`src/bridge_cfg_pkg.sv`:
```
// constants and carrier types for the bridge configuration header block
package bridge_cfg_pkg;
    localparam logic [11:0] MAKER_CODE_OFF    = 12'h000;
    localparam logic [11:0] PART_CODE_OFF     = 12'h002;
    localparam logic [11:0] CMD_WORD_OFF      = 12'h004;
    localparam logic [11:0] STATUS_OFF        = 12'h006;
    localparam logic [15:0] CMD_RESET         = 16'h0000;
    localparam logic [15:0] CMD_WRITE_MASK    = 16'h0547;
    localparam int          IO_DECODE_BIT     = 0;
    localparam int          MEM_DECODE_BIT    = 1;
    localparam int          BUS_MASTER_BIT    = 2;
    localparam int          POISON_REPORT_BIT = 6;
    localparam int          ERROR_REPORT_BIT  = 8;
    localparam int          LEGACY_IRQ_BIT    = 10;
    localparam int          IRQ_PENDING_BIT   = 3;
    localparam int          CAP_LIST_BIT      = 4;
    localparam int          POISON_SEEN_BIT   = 8;
    localparam int          SYS_ERR_SENT_BIT  = 14;
    localparam logic        STATUS_FLAG_RESET = 1'b0;
    localparam int          RSP_LATENCY       = 1;

    typedef enum logic [1:0] {
        KIND_MEM   = 2'b00,
        KIND_IO    = 2'b01,
        KIND_OTHER = 2'b10,
        KIND_CPL   = 2'b11
    } req_kind_t;

    typedef struct packed {
        logic        valid;
        logic        write;
        logic [11:0] offset;
        logic [3:0]  byte_en;
        logic [31:0] wdata;
    } cfg_req_t;

    typedef struct packed {
        logic        valid;
        logic [31:0] rdata;
    } cfg_rsp_t;

    typedef struct packed {
        logic      valid;
        req_kind_t kind;
        logic      non_posted;
    } sec_req_t;

    typedef struct packed {
        logic fatal;
        logic nonfatal;
    } err_pair_t;

    typedef struct packed {
        logic fatal;
        logic nonfatal;
        logic correctable;
    } err_msg_t;
endpackage : bridge_cfg_pkg

```
`src/bridge_config_header_command.sv`:
```
// type 1 header identification words, command register and two status flags
// Function
// offset 0x000 reads a fixed 16-bit maker code; writes ignored
// offset 0x002 reads a fixed 16-bit part code; writes ignored
// command bit 0 resets low; when low primary io window accesses are ignored
// command bit 1 resets low; when low primary memory window accesses are ignored
// bit 2 low: no mem/io requests forwarded for subordinates; non-posted get UR
// bit 2 never affects completions or non memory, non io requests
// bit 6 set: poisoned completion or write sets poisoned_data_seen; else never
// own fatal/nonfatal errors reported only if bit 8 or device-control enable set
// bit 8 gates forwarding fatal/nonfatal messages; correctable always forwarded
// bit 10 set negates own legacy interrupts; resets low
// bit 10 leaves forwarded legacy interrupts untouched
// unused command bits and bits 15 to 11 read zero and ignore writes
// poisoned_data_seen is status bit 8, resets low, write one clears
// status bit 14 sets on sending fatal/nonfatal message with bit 8 set; w1c
// id writes complete harmlessly; command writes act on the next request
`timescale 1ns/1ps
module bridge_config_header_command
    import bridge_cfg_pkg::*;
#(
    parameter logic [15:0] MAKER_CODE = 16'h5a5a,  // arbitrary value
    parameter logic [15:0] PART_CODE  = 16'h0c3d   // arbitrary value
) (
    input  wire logic      core_clk_i,
    input  wire logic      arst_n_i,
    input  wire cfg_req_t  cfg_req_i,
    output cfg_rsp_t       cfg_rsp_o,
    input  wire logic      pri_io_hit_i,
    input  wire logic      pri_mem_hit_i,
    output logic           io_claim_o,
    output logic           mem_claim_o,
    input  wire sec_req_t  sec_req_i,
    output logic           sec_fwd_o,
    output logic           sec_ur_o,
    input  wire logic      poisoned_cpl_i,
    input  wire logic      poisoned_wr_i,
    input  wire err_pair_t own_err_i,
    input  wire err_pair_t dev_ctl_report_en_i,
    output err_pair_t      own_err_msg_o,
    input  wire err_msg_t  sec_err_msg_i,
    output err_msg_t       fwd_err_msg_o,
    input  wire logic      own_irq_i,
    input  wire logic      sec_irq_i,
    output logic           own_irq_o,
    output logic           fwd_irq_o
);
    typedef struct packed {
        logic [15:0] cmd;
        logic        poison_seen;
        logic        sys_err_sent;
        logic        irq_pend;
        cfg_rsp_t    rsp;
        logic        io_claim;
        logic        mem_claim;
        logic        sec_fwd;
        logic        sec_ur;
        err_pair_t   own_msg;
        err_msg_t    fwd_msg;
        logic        own_irq;
        logic        fwd_irq;
    } state_t;

    state_t s;
    state_t next_s;

    logic [15:0] status_word;
    logic        mem_or_io;
    logic        cmd_hit;
    logic        status_w1c;

    always_comb begin
        next_s      = s;
        status_word = 16'h0000;
        status_word[CAP_LIST_BIT]     = 1'b1;
        status_word[IRQ_PENDING_BIT]  = s.irq_pend;
        status_word[POISON_SEEN_BIT]  = s.poison_seen;
        status_word[SYS_ERR_SENT_BIT] = s.sys_err_sent;
        cmd_hit    = cfg_req_i.valid && cfg_req_i.offset[11:2] == CMD_WORD_OFF[11:2];
        status_w1c = cmd_hit && cfg_req_i.write && cfg_req_i.byte_en[3];

        // configuration access, answered one cycle later
        next_s.rsp.valid = cfg_req_i.valid;
        next_s.rsp.rdata = 32'h0000_0000;
        if (cfg_req_i.valid && !cfg_req_i.write) begin
            if (cfg_req_i.offset[11:2] == MAKER_CODE_OFF[11:2]) begin
                next_s.rsp.rdata = {PART_CODE, MAKER_CODE};
            end else if (cmd_hit) begin
                next_s.rsp.rdata = {status_word, s.cmd & CMD_WRITE_MASK};
            end
        end
        if (cmd_hit && cfg_req_i.write) begin
            if (cfg_req_i.byte_en[0]) begin
                next_s.cmd[7:0] = cfg_req_i.wdata[7:0] & CMD_WRITE_MASK[7:0];
            end
            if (cfg_req_i.byte_en[1]) begin
                next_s.cmd[15:8] = cfg_req_i.wdata[15:8] & CMD_WRITE_MASK[15:8];
            end
        end

        // status flags: write one clears, a same-cycle event wins
        if (status_w1c && cfg_req_i.wdata[16 + POISON_SEEN_BIT]) begin
            next_s.poison_seen = 1'b0;
        end
        if (status_w1c && cfg_req_i.wdata[16 + SYS_ERR_SENT_BIT]) begin
            next_s.sys_err_sent = 1'b0;
        end
        if (s.cmd[POISON_REPORT_BIT] && (poisoned_cpl_i || poisoned_wr_i)) begin
            next_s.poison_seen = 1'b1;
        end

        // primary window decode
        next_s.io_claim  = pri_io_hit_i && s.cmd[IO_DECODE_BIT];
        next_s.mem_claim = pri_mem_hit_i && s.cmd[MEM_DECODE_BIT];

        // subordinate requests
        mem_or_io      = sec_req_i.kind == KIND_MEM || sec_req_i.kind == KIND_IO;
        next_s.sec_fwd = sec_req_i.valid && (!mem_or_io || s.cmd[BUS_MASTER_BIT]);
        next_s.sec_ur  = sec_req_i.valid && mem_or_io && !s.cmd[BUS_MASTER_BIT]
                         && sec_req_i.non_posted;

        // error messages
        next_s.own_msg.fatal    = own_err_i.fatal
                                  && (s.cmd[ERROR_REPORT_BIT] || dev_ctl_report_en_i.fatal);
        next_s.own_msg.nonfatal = own_err_i.nonfatal
                                  && (s.cmd[ERROR_REPORT_BIT] || dev_ctl_report_en_i.nonfatal);
        next_s.fwd_msg.correctable = sec_err_msg_i.correctable;
        next_s.fwd_msg.fatal       = sec_err_msg_i.fatal && s.cmd[ERROR_REPORT_BIT];
        next_s.fwd_msg.nonfatal    = sec_err_msg_i.nonfatal && s.cmd[ERROR_REPORT_BIT];
        if (s.cmd[ERROR_REPORT_BIT] && (next_s.own_msg.fatal || next_s.own_msg.nonfatal
                || next_s.fwd_msg.fatal || next_s.fwd_msg.nonfatal)) begin
            next_s.sys_err_sent = 1'b1;
        end

        // legacy interrupts
        next_s.irq_pend = own_irq_i;
        next_s.own_irq  = own_irq_i && !s.cmd[LEGACY_IRQ_BIT];
        next_s.fwd_irq  = sec_irq_i;
    end

    always_ff @(posedge core_clk_i or negedge arst_n_i) begin
        if (!arst_n_i) begin
            s              <= '0;
            s.cmd          <= CMD_RESET;
            s.poison_seen  <= STATUS_FLAG_RESET;
            s.sys_err_sent <= STATUS_FLAG_RESET;
        end else begin
            s <= next_s;
        end
    end

    assign cfg_rsp_o     = s.rsp;
    assign io_claim_o    = s.io_claim;
    assign mem_claim_o   = s.mem_claim;
    assign sec_fwd_o     = s.sec_fwd;
    assign sec_ur_o      = s.sec_ur;
    assign own_err_msg_o = s.own_msg;
    assign fwd_err_msg_o = s.fwd_msg;
    assign own_irq_o     = s.own_irq;
    assign fwd_irq_o     = s.fwd_irq;
endmodule : bridge_config_header_command

```
`config.mk`:
```
export PLATFORM = sky130hd
export DESIGN_NAME = bridge_config_header_command
export DESIGN_NICKNAME = d
export VERILOG_FILES = /design/src/bridge_cfg_pkg.sv /design/src/bridge_config_header_command.sv
export SDC_FILE = /design/constraint.sdc
export NUM_CORES = 1
export LEC_CHECK = 0
export BUFFER_PORTS_ARGS = -buffer_cell sky130_fd_sc_hd__buf_2
export CAP_MARGIN = 20
export CORE_MARGIN = 10
export CORE_UTILIZATION = 30
export CTS_BUF_LIST = sky130_fd_sc_hd__clkbuf_16
export DETAILED_ROUTE_END_ITERATION = 8
export PLACE_DENSITY = 0.63
export SYNTH_ARGS = -nofsm -noshare
export SYNTH_HDL_FRONTEND = slang
export SYNTH_SLANG_ARGS = --single-unit
export TNS_END_PERCENT = 1
```
`constraint.sdc`:
```
create_clock -name core_clk_i -period 2.5 [get_ports core_clk_i]
set_clock_uncertainty 0.2 [all_clocks]
set_input_delay 0 -clock core_clk_i [delete_from_list [all_inputs] [get_ports core_clk_i]]
set_output_delay 0 -clock core_clk_i [all_outputs]
set_load 0.005 [all_outputs]
```
==> summary.txt, run 1 <==
Status
  • Outcome: complete, no violations

Power and ir drop
  • Final Total Pwr: 1.31 mW
  • Switch Pwr: 251 uW
  • LEAKAGE: 1.14 nW
  • Clock power frac: 50.9%
  • P_int: 1.06 mW
  • Sw frac: 19.2%
  • Comb power frac: 8.3%
  • Seq pwr share: 40.7%
  • Worst VDD drop: 0.230 mV
  • Power density over cell area: 622 mW/mm2

Floorplan
  • Core box area: 0.00475 mm2
  • # IOs: 113
  • # rows: 25
  • Die width: 90.2 um
  • Die Span Y: 90.2 um
  • Die area: 0.00814 mm2
  • Initial Utilization: 31.1%

Yosys
  • Cell type with the largest total area after synthesis: dfrtp_1
  • Synth warn: 0
  • Top-count cell post-synth: buf_4
  • Post-synth top area share: 54.1%
  • Synth top cells by count: 38 x buf_4, 32 x dfrtp_1, 7 x nand2_1, 7 x nor2_1
  • Dominant cells by area after synthesis: dfrtp_1 54%, buf_4 19%, mux2_2 3.0%, mux2_4 2.0%, nand2_1 1.8%
  • Flop and latch count out of synthesis: 32
  • Post-Syn Area: 0.00148 mm2
  • Async S/R FF share, synth: 100%
  • Proportion of synthesized chip area in sequential cells: 54.1%
  • Main synth FF type: dfrtp_1
  • Post-synthesis cell count: 130
  • Synth unique cells: 28
  • Post-synth EDFFs: 0
  • Avg Cell Area, Syn: 11.4 um2

Placement
  • Detail Placement HPWL: 2.71 mm
  • Placed Cells incl. Taps: 239
  • I/O Buffers: 73
  • GP Congestion: 0.744

Worst setup path
  • Arr. time, crit path: 1930 ps
  • Nature of the critical path startpoint: input pin
  • CP Class: in2reg
  • CP endpoint kind: flop
  • CP required: 2450 ps
  • Crit-path max FO: 8

GRT
  • First-pass GRT wire length: 5.82 mm
  • GRT Total Usage: 8.85%
  • Initial antenna violation count: 0
  • Number of global-route vias before repair: 1198
  • Largest net degree at the start of global routing: 33
  • GRT overflow: 0

Timing
  • Fin. Hold Viols: 0
  • Crit share post-route: 79.2%
  • Fmax achieved: 0.505 GHz
  • Setup TNS: 0 ps
  • Relative slew slack: 53.0%
  • Period minus WS final: 1980 ps
  • Worst slew pin tran: 705 ps
  • Setup-failing EPs final: 0
  • RSZ-0062 raised after global routing: no
  • Slew Limit Fails: 0

Job
  • Max-cap viol count: 0

Worst hold path
  • Worst hold path class: in2reg

Clock network
  • Post-CTS setup buffer count: 0
  • Total CTS buffers: 5
  • Root buf cell: clkbuf_16
  • Clock Sinks: 32
  • H-tree Lvls: 2
  • Clk slew on worst S/H paths: 50 ps
  • CTS max path bufs: 2
  • Clock latency on the worst-skew pair: 270 ps
  • CTS tree: built
  • Post-cts repair resize count: 0

Finish
  • Layout cells sized above 1: 44.0%
  • Layout Area Growth over Synthesis: 42.1%
  • Final Non-Filler Cells: 274
  • Final core occ: 44.2%
  • Final Net Count: 275
  • Ant diodes: 0

Detailed routing
  • Post-DRT Antenna Nets: 0
  • DR DRC count: 0
  • Via-to-Cell Ratio: 3.96
  • Final wirelength: 3.63 mm
  • Pre-antenna DRT Iters: 4
  • Vias: 1086
  • Iteration-0 DRC Markers: 28
  • Drt wl/cell: 13.3 um
==> final cells by class <==
| type | instances | area [um2] |
|---|---|---|
| clock buffer | 5 | 125 |
| fill | 468 | 2650 |
| clock inverter | 3 | 38.8 |
| sequential | 32 | 801 |
| timing repair buffer | 100 | 636 |
| tap | 67 | 83.8 |
| multi-input combinational | 63 | 404 |
| inverter | 4 | 15.0 |
==> logic make-up (layout without fill, tap and decap cells) <==
family	Yosys count	in the layout	share of synthesized area, %
AND/OR/NAND/NOR	36	36	15.0
other	1	11	0.253
multiplexers	6	6	5.07
buffers and inverters	45	112	21.1
flip-flops	32	32	54.1
AO/OA/AOI/OAI	10	10	4.40
==> critical path, stage by stage <==
cell           delay, ps
dlygate4sd3_1        530
buf_2                210
nand4_1              110
nor4_1               360
a31oi_1              150
dlygate4sd3_1        580
==> layout by cell type, fill, tap and decap left out, types with 2 or more instances in the layout <==
cell type,n
a21oi_1,4
and2_1,4
buf_2,73
clkbuf_16,5
conb_1,11
dfrtp_1,32
dlygate4sd3_1,27
inv_1,5
mux2_2,4
mux2_4,2
nand2_1,7
nand4_1,3
nor2_1,7
nor2b_1,3
o21a_1,3
or4_1,2
or4_4,2
==> per-layer routing <==
| metal | share of wire (%) | up-vias | track usage (%) |
|---|---|---|---|
| met5 | 0 | - | 0 |
| met4 | 1.0 | 0 | 3.32 |
| met3 | 10 | 5 | 4.57 |
| met2 | 51 | 60 | 15.8 |
| met1 | 38 | 490 | 8.46 |
| li1 | - | 531 | - |
==> state kept, by name (all words and copies together), names as in the netlist, 2 cells and up <==
| signal | cells |
|---|---|
| s | 9 |
| fwd_err_msg_o | 3 |
| own_err_msg_o | 2 |
| cfg_rsp_o | 12 |
==> power by group through the flow <==
stage | Clock [mW] | Sequential (mW) | Combinational, mW
floorplan | 0 | 0.542 | 0.0388
global placement | 0 | 0.541 | 0.0728
detailed placement | 0 | 0.541 | 0.0744
CTS | 0.678 | 0.532 | 0.109
global route | 0.702 | 0.533 | 0.123
finish | 0.666 | 0.533 | 0.109
==> timing repair <==
item	in CTS	in global routing
hold buffers	27	0
hold endpoints to repair	57	0
setup endpoints to repair	0	0
==> final timing paths <==
path / from / end / slack, ps / cells after the start
max in group asynchronous: arst_n_i / fwd_err_msg_o[0]$_DFF_PN0_ / 1520 / 2
setup / recovery: cfg_req_i[38] / s[46]$_DFFE_PN0P_ / 520 / 6
setup reg to reg: s[55]$_DFFE_PN0P_ / s[45]$_DFFE_PN0P_ / 830 / 4
min in group asynchronous: arst_n_i / fwd_err_msg_o[2]$_DFF_PN0_ / 120 / 2
hold reg to reg: s[57]$_DFFE_PN0P_ / own_irq_o$_DFF_PN0_ / 280 / 1
hold / removal: cfg_req_i[33] / s[55]$_DFFE_PN0P_ / 10 / 4
==> per-stage QoR <==
| step | hold WS (ps) | area, um2 | setup slack, ps |
|---|---|---|---|
| 3_3_place_gp | -107 | 1670 | 639 |
| 2_1_floorplan | -496 | 1520 | 774 |
| 4_1_cts | 6.29 | 2100 | 512 |
| 3_5_place_dp | -105 | 1670 | 632 |
| 5_1_grt | 20.8 | 2100 | 375 |
| 6_report | 12.7 | 2100 | 521 |
No activity file was read; power rests on OpenSTA's default activity.
==> inputs of run 2 (changes only) <==
--- a/config.mk
+++ b/config.mk
@@ -5,13 +5,14 @@
 export SDC_FILE = /design/constraint.sdc
 export NUM_CORES = 1
 export LEC_CHECK = 0
+export ABC_AREA = 1
 export BUFFER_PORTS_ARGS = -buffer_cell sky130_fd_sc_hd__buf_2
 export CAP_MARGIN = 20
 export CORE_MARGIN = 10
 export CORE_UTILIZATION = 30
 export CTS_BUF_LIST = sky130_fd_sc_hd__clkbuf_16
 export DETAILED_ROUTE_END_ITERATION = 8
-export PLACE_DENSITY = 0.63
+export PLACE_DENSITY = 0.65
 export SYNTH_ARGS = -nofsm -noshare
 export SYNTH_HDL_FRONTEND = slang
 export SYNTH_SLANG_ARGS = --single-unit
==> constraint.sdc (replaced) <==
create_clock -name core_clk_i -period 1.6 [get_ports core_clk_i]
set_clock_uncertainty 0.2 [all_clocks]
set_input_delay 0 -clock core_clk_i [delete_from_list [all_inputs] [get_ports core_clk_i]]
set_output_delay 0 -clock core_clk_i [all_outputs]
set_load 0.005 [all_outputs]
==> run 2 against run 1 <==
Total power is 46% higher. Final area is 5.4% higher. Critical path depth is 2 higher. Non-clock buffer count is 8 higher. Synthesized cell count is 14% higher. Worst hold slack worse by 10 ps. Final cell count is 11% higher. Largest power group unchanged.
==> summary.txt, run 2 <==
Yosys
  • Cell type with the largest total area after synthesis: dfrtp_1
  • Post-synth EDFFs: 0
  • Post-Synth Simple-Gate Area: 19.7%
  • Compound-Gate Fraction of Synth Area: 4.26%
  • Async S/R FF share, synth: 100%
  • Top-count cell post-synth: buf_4
  • Main synth FF type: dfrtp_1
  • Post-synthesis cell count: 148
  • Synth top cells by count: 38 x buf_4, 32 x dfrtp_1, 21 x nand2_1, 18 x inv_1, 6 x o21ai_0
  • Flop and latch count out of synthesis: 32
  • Xor-xnor portion of the synthesized cell area: 0%
  • Post-synth top area share: 52.5%
  • Post-Syn Area: 0.00153 mm2
  • Synth unique cells: 23
  • Multiplexer area fraction after synthesis: 0%
  • Avg Cell Area, Syn: 10.3 um2
  • Largest family of logic cells by synthesized area: buffers and inverters
  • Synth warn: 0
  • Proportion of synthesized chip area in sequential cells: 52.5%
  • Dominant cells by area after synthesis: dfrtp_1 52%, buf_4 19%, nand2_1 5.2%, inv_1 4.4%, nand3_4 3.4%
  • Synth Area in Adders: 0%

Placement
  • Detail Placement HPWL: 2.85 mm
  • GP Congestion: 0.674
  • Placed Cells incl. Taps: 260
  • I/O Buffers: 73

Clock network
  • Clock Sinks: 32
  • Total CTS buffers: 5
  • Root buf cell: clkbuf_16
  • CTS max path bufs: 2
  • Post-CTS setup buffer count: 0
  • CTS tree: built
  • Clk slew on worst S/H paths: 50 ps
  • Post-cts repair resize count: 0
  • Clock latency on the worst-skew pair: 270 ps
  • H-tree Lvls: 2

Timing
  • Relative slew slack: 52.4%
  • Crit share post-route: 91.4%
  • Setup TNS: 0 ps
  • Slew Limit Fails: 0
  • Worst slew pin tran: 714 ps
  • RSZ-0062 raised after global routing: no
  • Fin. Hold Viols: 0
  • Setup-failing EPs final: 0
  • Fmax achieved: 0.684 GHz
  • Period minus WS final: 1460 ps

GRT
  • Initial antenna violation count: 0
  • Number of global-route vias before repair: 1292
  • Largest net degree at the start of global routing: 33
  • GRT Total Usage: 9.57%
  • First-pass GRT wire length: 6.37 mm
  • GRT overflow: 0

Detailed routing
  • Vias: 1147
  • Post-DRT Antenna Nets: 0
  • Via-to-Cell Ratio: 3.79
  • DR DRC count: 0
  • Drt wl/cell: 13.1 um
  • Final wirelength: 3.97 mm
  • Pre-antenna DRT Iters: 4
  • Iteration-0 DRC Markers: 43

Floorplan
  • Die area: 0.00834 mm2
  • Die width: 91.3 um
  • Initial Utilization: 31.7%
  • Core box area: 0.00482 mm2
  • # rows: 25
  • Die Span Y: 91.3 um
  • # IOs: 113

Finish
  • Commonest non-fill, non-tap cell in the layout: buf_2
  • Ant diodes: 0
  • Layout cells sized above 1: 40.7%
  • Layout Area Growth over Synthesis: 45.2%
  • Number of fillers in the final layout: 480
  • Final Non-Filler Cells: 303
  • Max reg flops: 12
  • Multi-input gate area: 407 um2
  • Final Net Count: 304
  • Sequential Area: 801 um2
  • Most frequent cells in the layout: 73 x buf_2, 35 x dlygate4sd3_1, 32 x dfrtp_1, 21 x nand2_1, 18 x inv_1

Worst setup path
  • Worst path depth: 8
  • Largest delay contributor family on the critical path: simple AND/OR/NAND/NOR gates
  • CP required: 1560 ps
  • Slowest CP cell: dlygate4sd3_1
  • Nature of the critical path startpoint: input pin
  • CP Buf/Inv Count: 2
  • Slowest stage delay, CP: 540 ps
  • Crit-path max FO: 10
  • CP endpoint kind: flop
  • CP Cell Sequence: dlygate4sd3_1 -> buf_2 -> nor2_1 -> nand3_2 -> nor2_8 -> nand3_4 -> nand2_1 -> o21ai_1
  • R2R cell count: 2
  • Arr. time, crit path: 1420 ps
  • CP Class: in2reg

Worst hold path
  • Worst hold path class: in2reg
  • Hold Path Depth: 6

Job
  • Max-cap viol count: 0

Power and ir drop
  • Power density over cell area: 860 mW/mm2
  • Final Total Pwr: 1.91 mW
  • Worst VDD drop: 0.406 mV
  • LEAKAGE: 1.29 nW

Status
  • Outcome: complete, no violations
-- run 2: cell types whose count changed after synthesis, sizes merged, moves of 3 or more --
| cell | delta |
|---|---|
| inv | +15 |
| nand2 | +15 |
| o21ai | +9 |
| mux2 | -6 |
| and2 | -5 |
| nand3 | +5 |
| a21oi | -4 |
| and3 | +4 |
| or4 | -4 |
| nor2b | -3 |
-- run 2: path summary, 6_finish.rpt --
kind	from	endpoint	slack (ps)
max	cfg_req_i[42]	s[49]$_DFFE_PN0P_	140
min	cfg_req_i[44]	cfg_rsp_o[19]$_DFF_PN0_	3
max reg2reg	s[49]$_DFFE_PN0P_	sec_ur_o$_DFF_PN0_	180
min reg2reg	s[57]$_DFFE_PN0P_	own_irq_o$_DFF_PN0_	260
max in group asynchronous	arst_n_i	cfg_rsp_o[2]$_DFF_PN0_	620
min in group asynchronous	arst_n_i	fwd_err_msg_o[0]$_DFF_PN0_	110
-- run 2: cells by family (layout without fill, tap and decap cells) --
logic type             count (synthesis)  count (layout)
buffers and inverters                 57             135
flip-flops                            32              32
AND/OR/NAND/NOR                       46              46
other                                  1              11
AO/OA/AOI/OAI                         12              12
-- run 2: through the flow --
step,setup slack (ps),area [um2],hold WS [ps],util (%)
after global routing,3.99,2220,39.7,46.0
after CTS,135,2220,7.33,46.0
after detailed placement,195,1730,-102,35.9
final,138,2220,2.61,46.0
after global placement,212,1730,-105,35.9
after floorplan,356,1560,-496,-
-- run 2: where the power goes --
part	switching [mW]	internal [mW]
clock network	0.323	0.564
logic	0.0822	0.106
registers	0.00562	0.827
-- run 2: worst register-to-register path, delay by kind of cell, from the launching register on --
kind | cells | cell delay [ps]
buffers and inverters | 1 | 560
flip-flops | 1 | 410
AND/OR/NAND/NOR | 1 | 180
-- run 2: layer usage --
layer | GRT usage, % | wire, um | vias to the layer above
met3 | 5.35 | 405 | 10
met5 | 0 | 0 | -
met2 | 16.5 | 2030 | 53
met1 | 9.20 | 1450 | 502
li1 | - | - | 582
met4 | 4.18 | 87 | 0
-- run 2: timing repair --
action	in CTS	in global routing
hold buffers	35	0
hold endpoints to repair	60	0
endpoints found under the setup margin	0	0
-- run 2: final cells by class --
type	instances	area share, %
Sequential cell	32	36.1
Timing Repair Buffer	108	32.3
Multi-Input combinational cell	69	18.3
Clock buffer	5	5.64
Tap cell	67	3.78
Inverter	19	3.22
Clock inverter	3	0.621
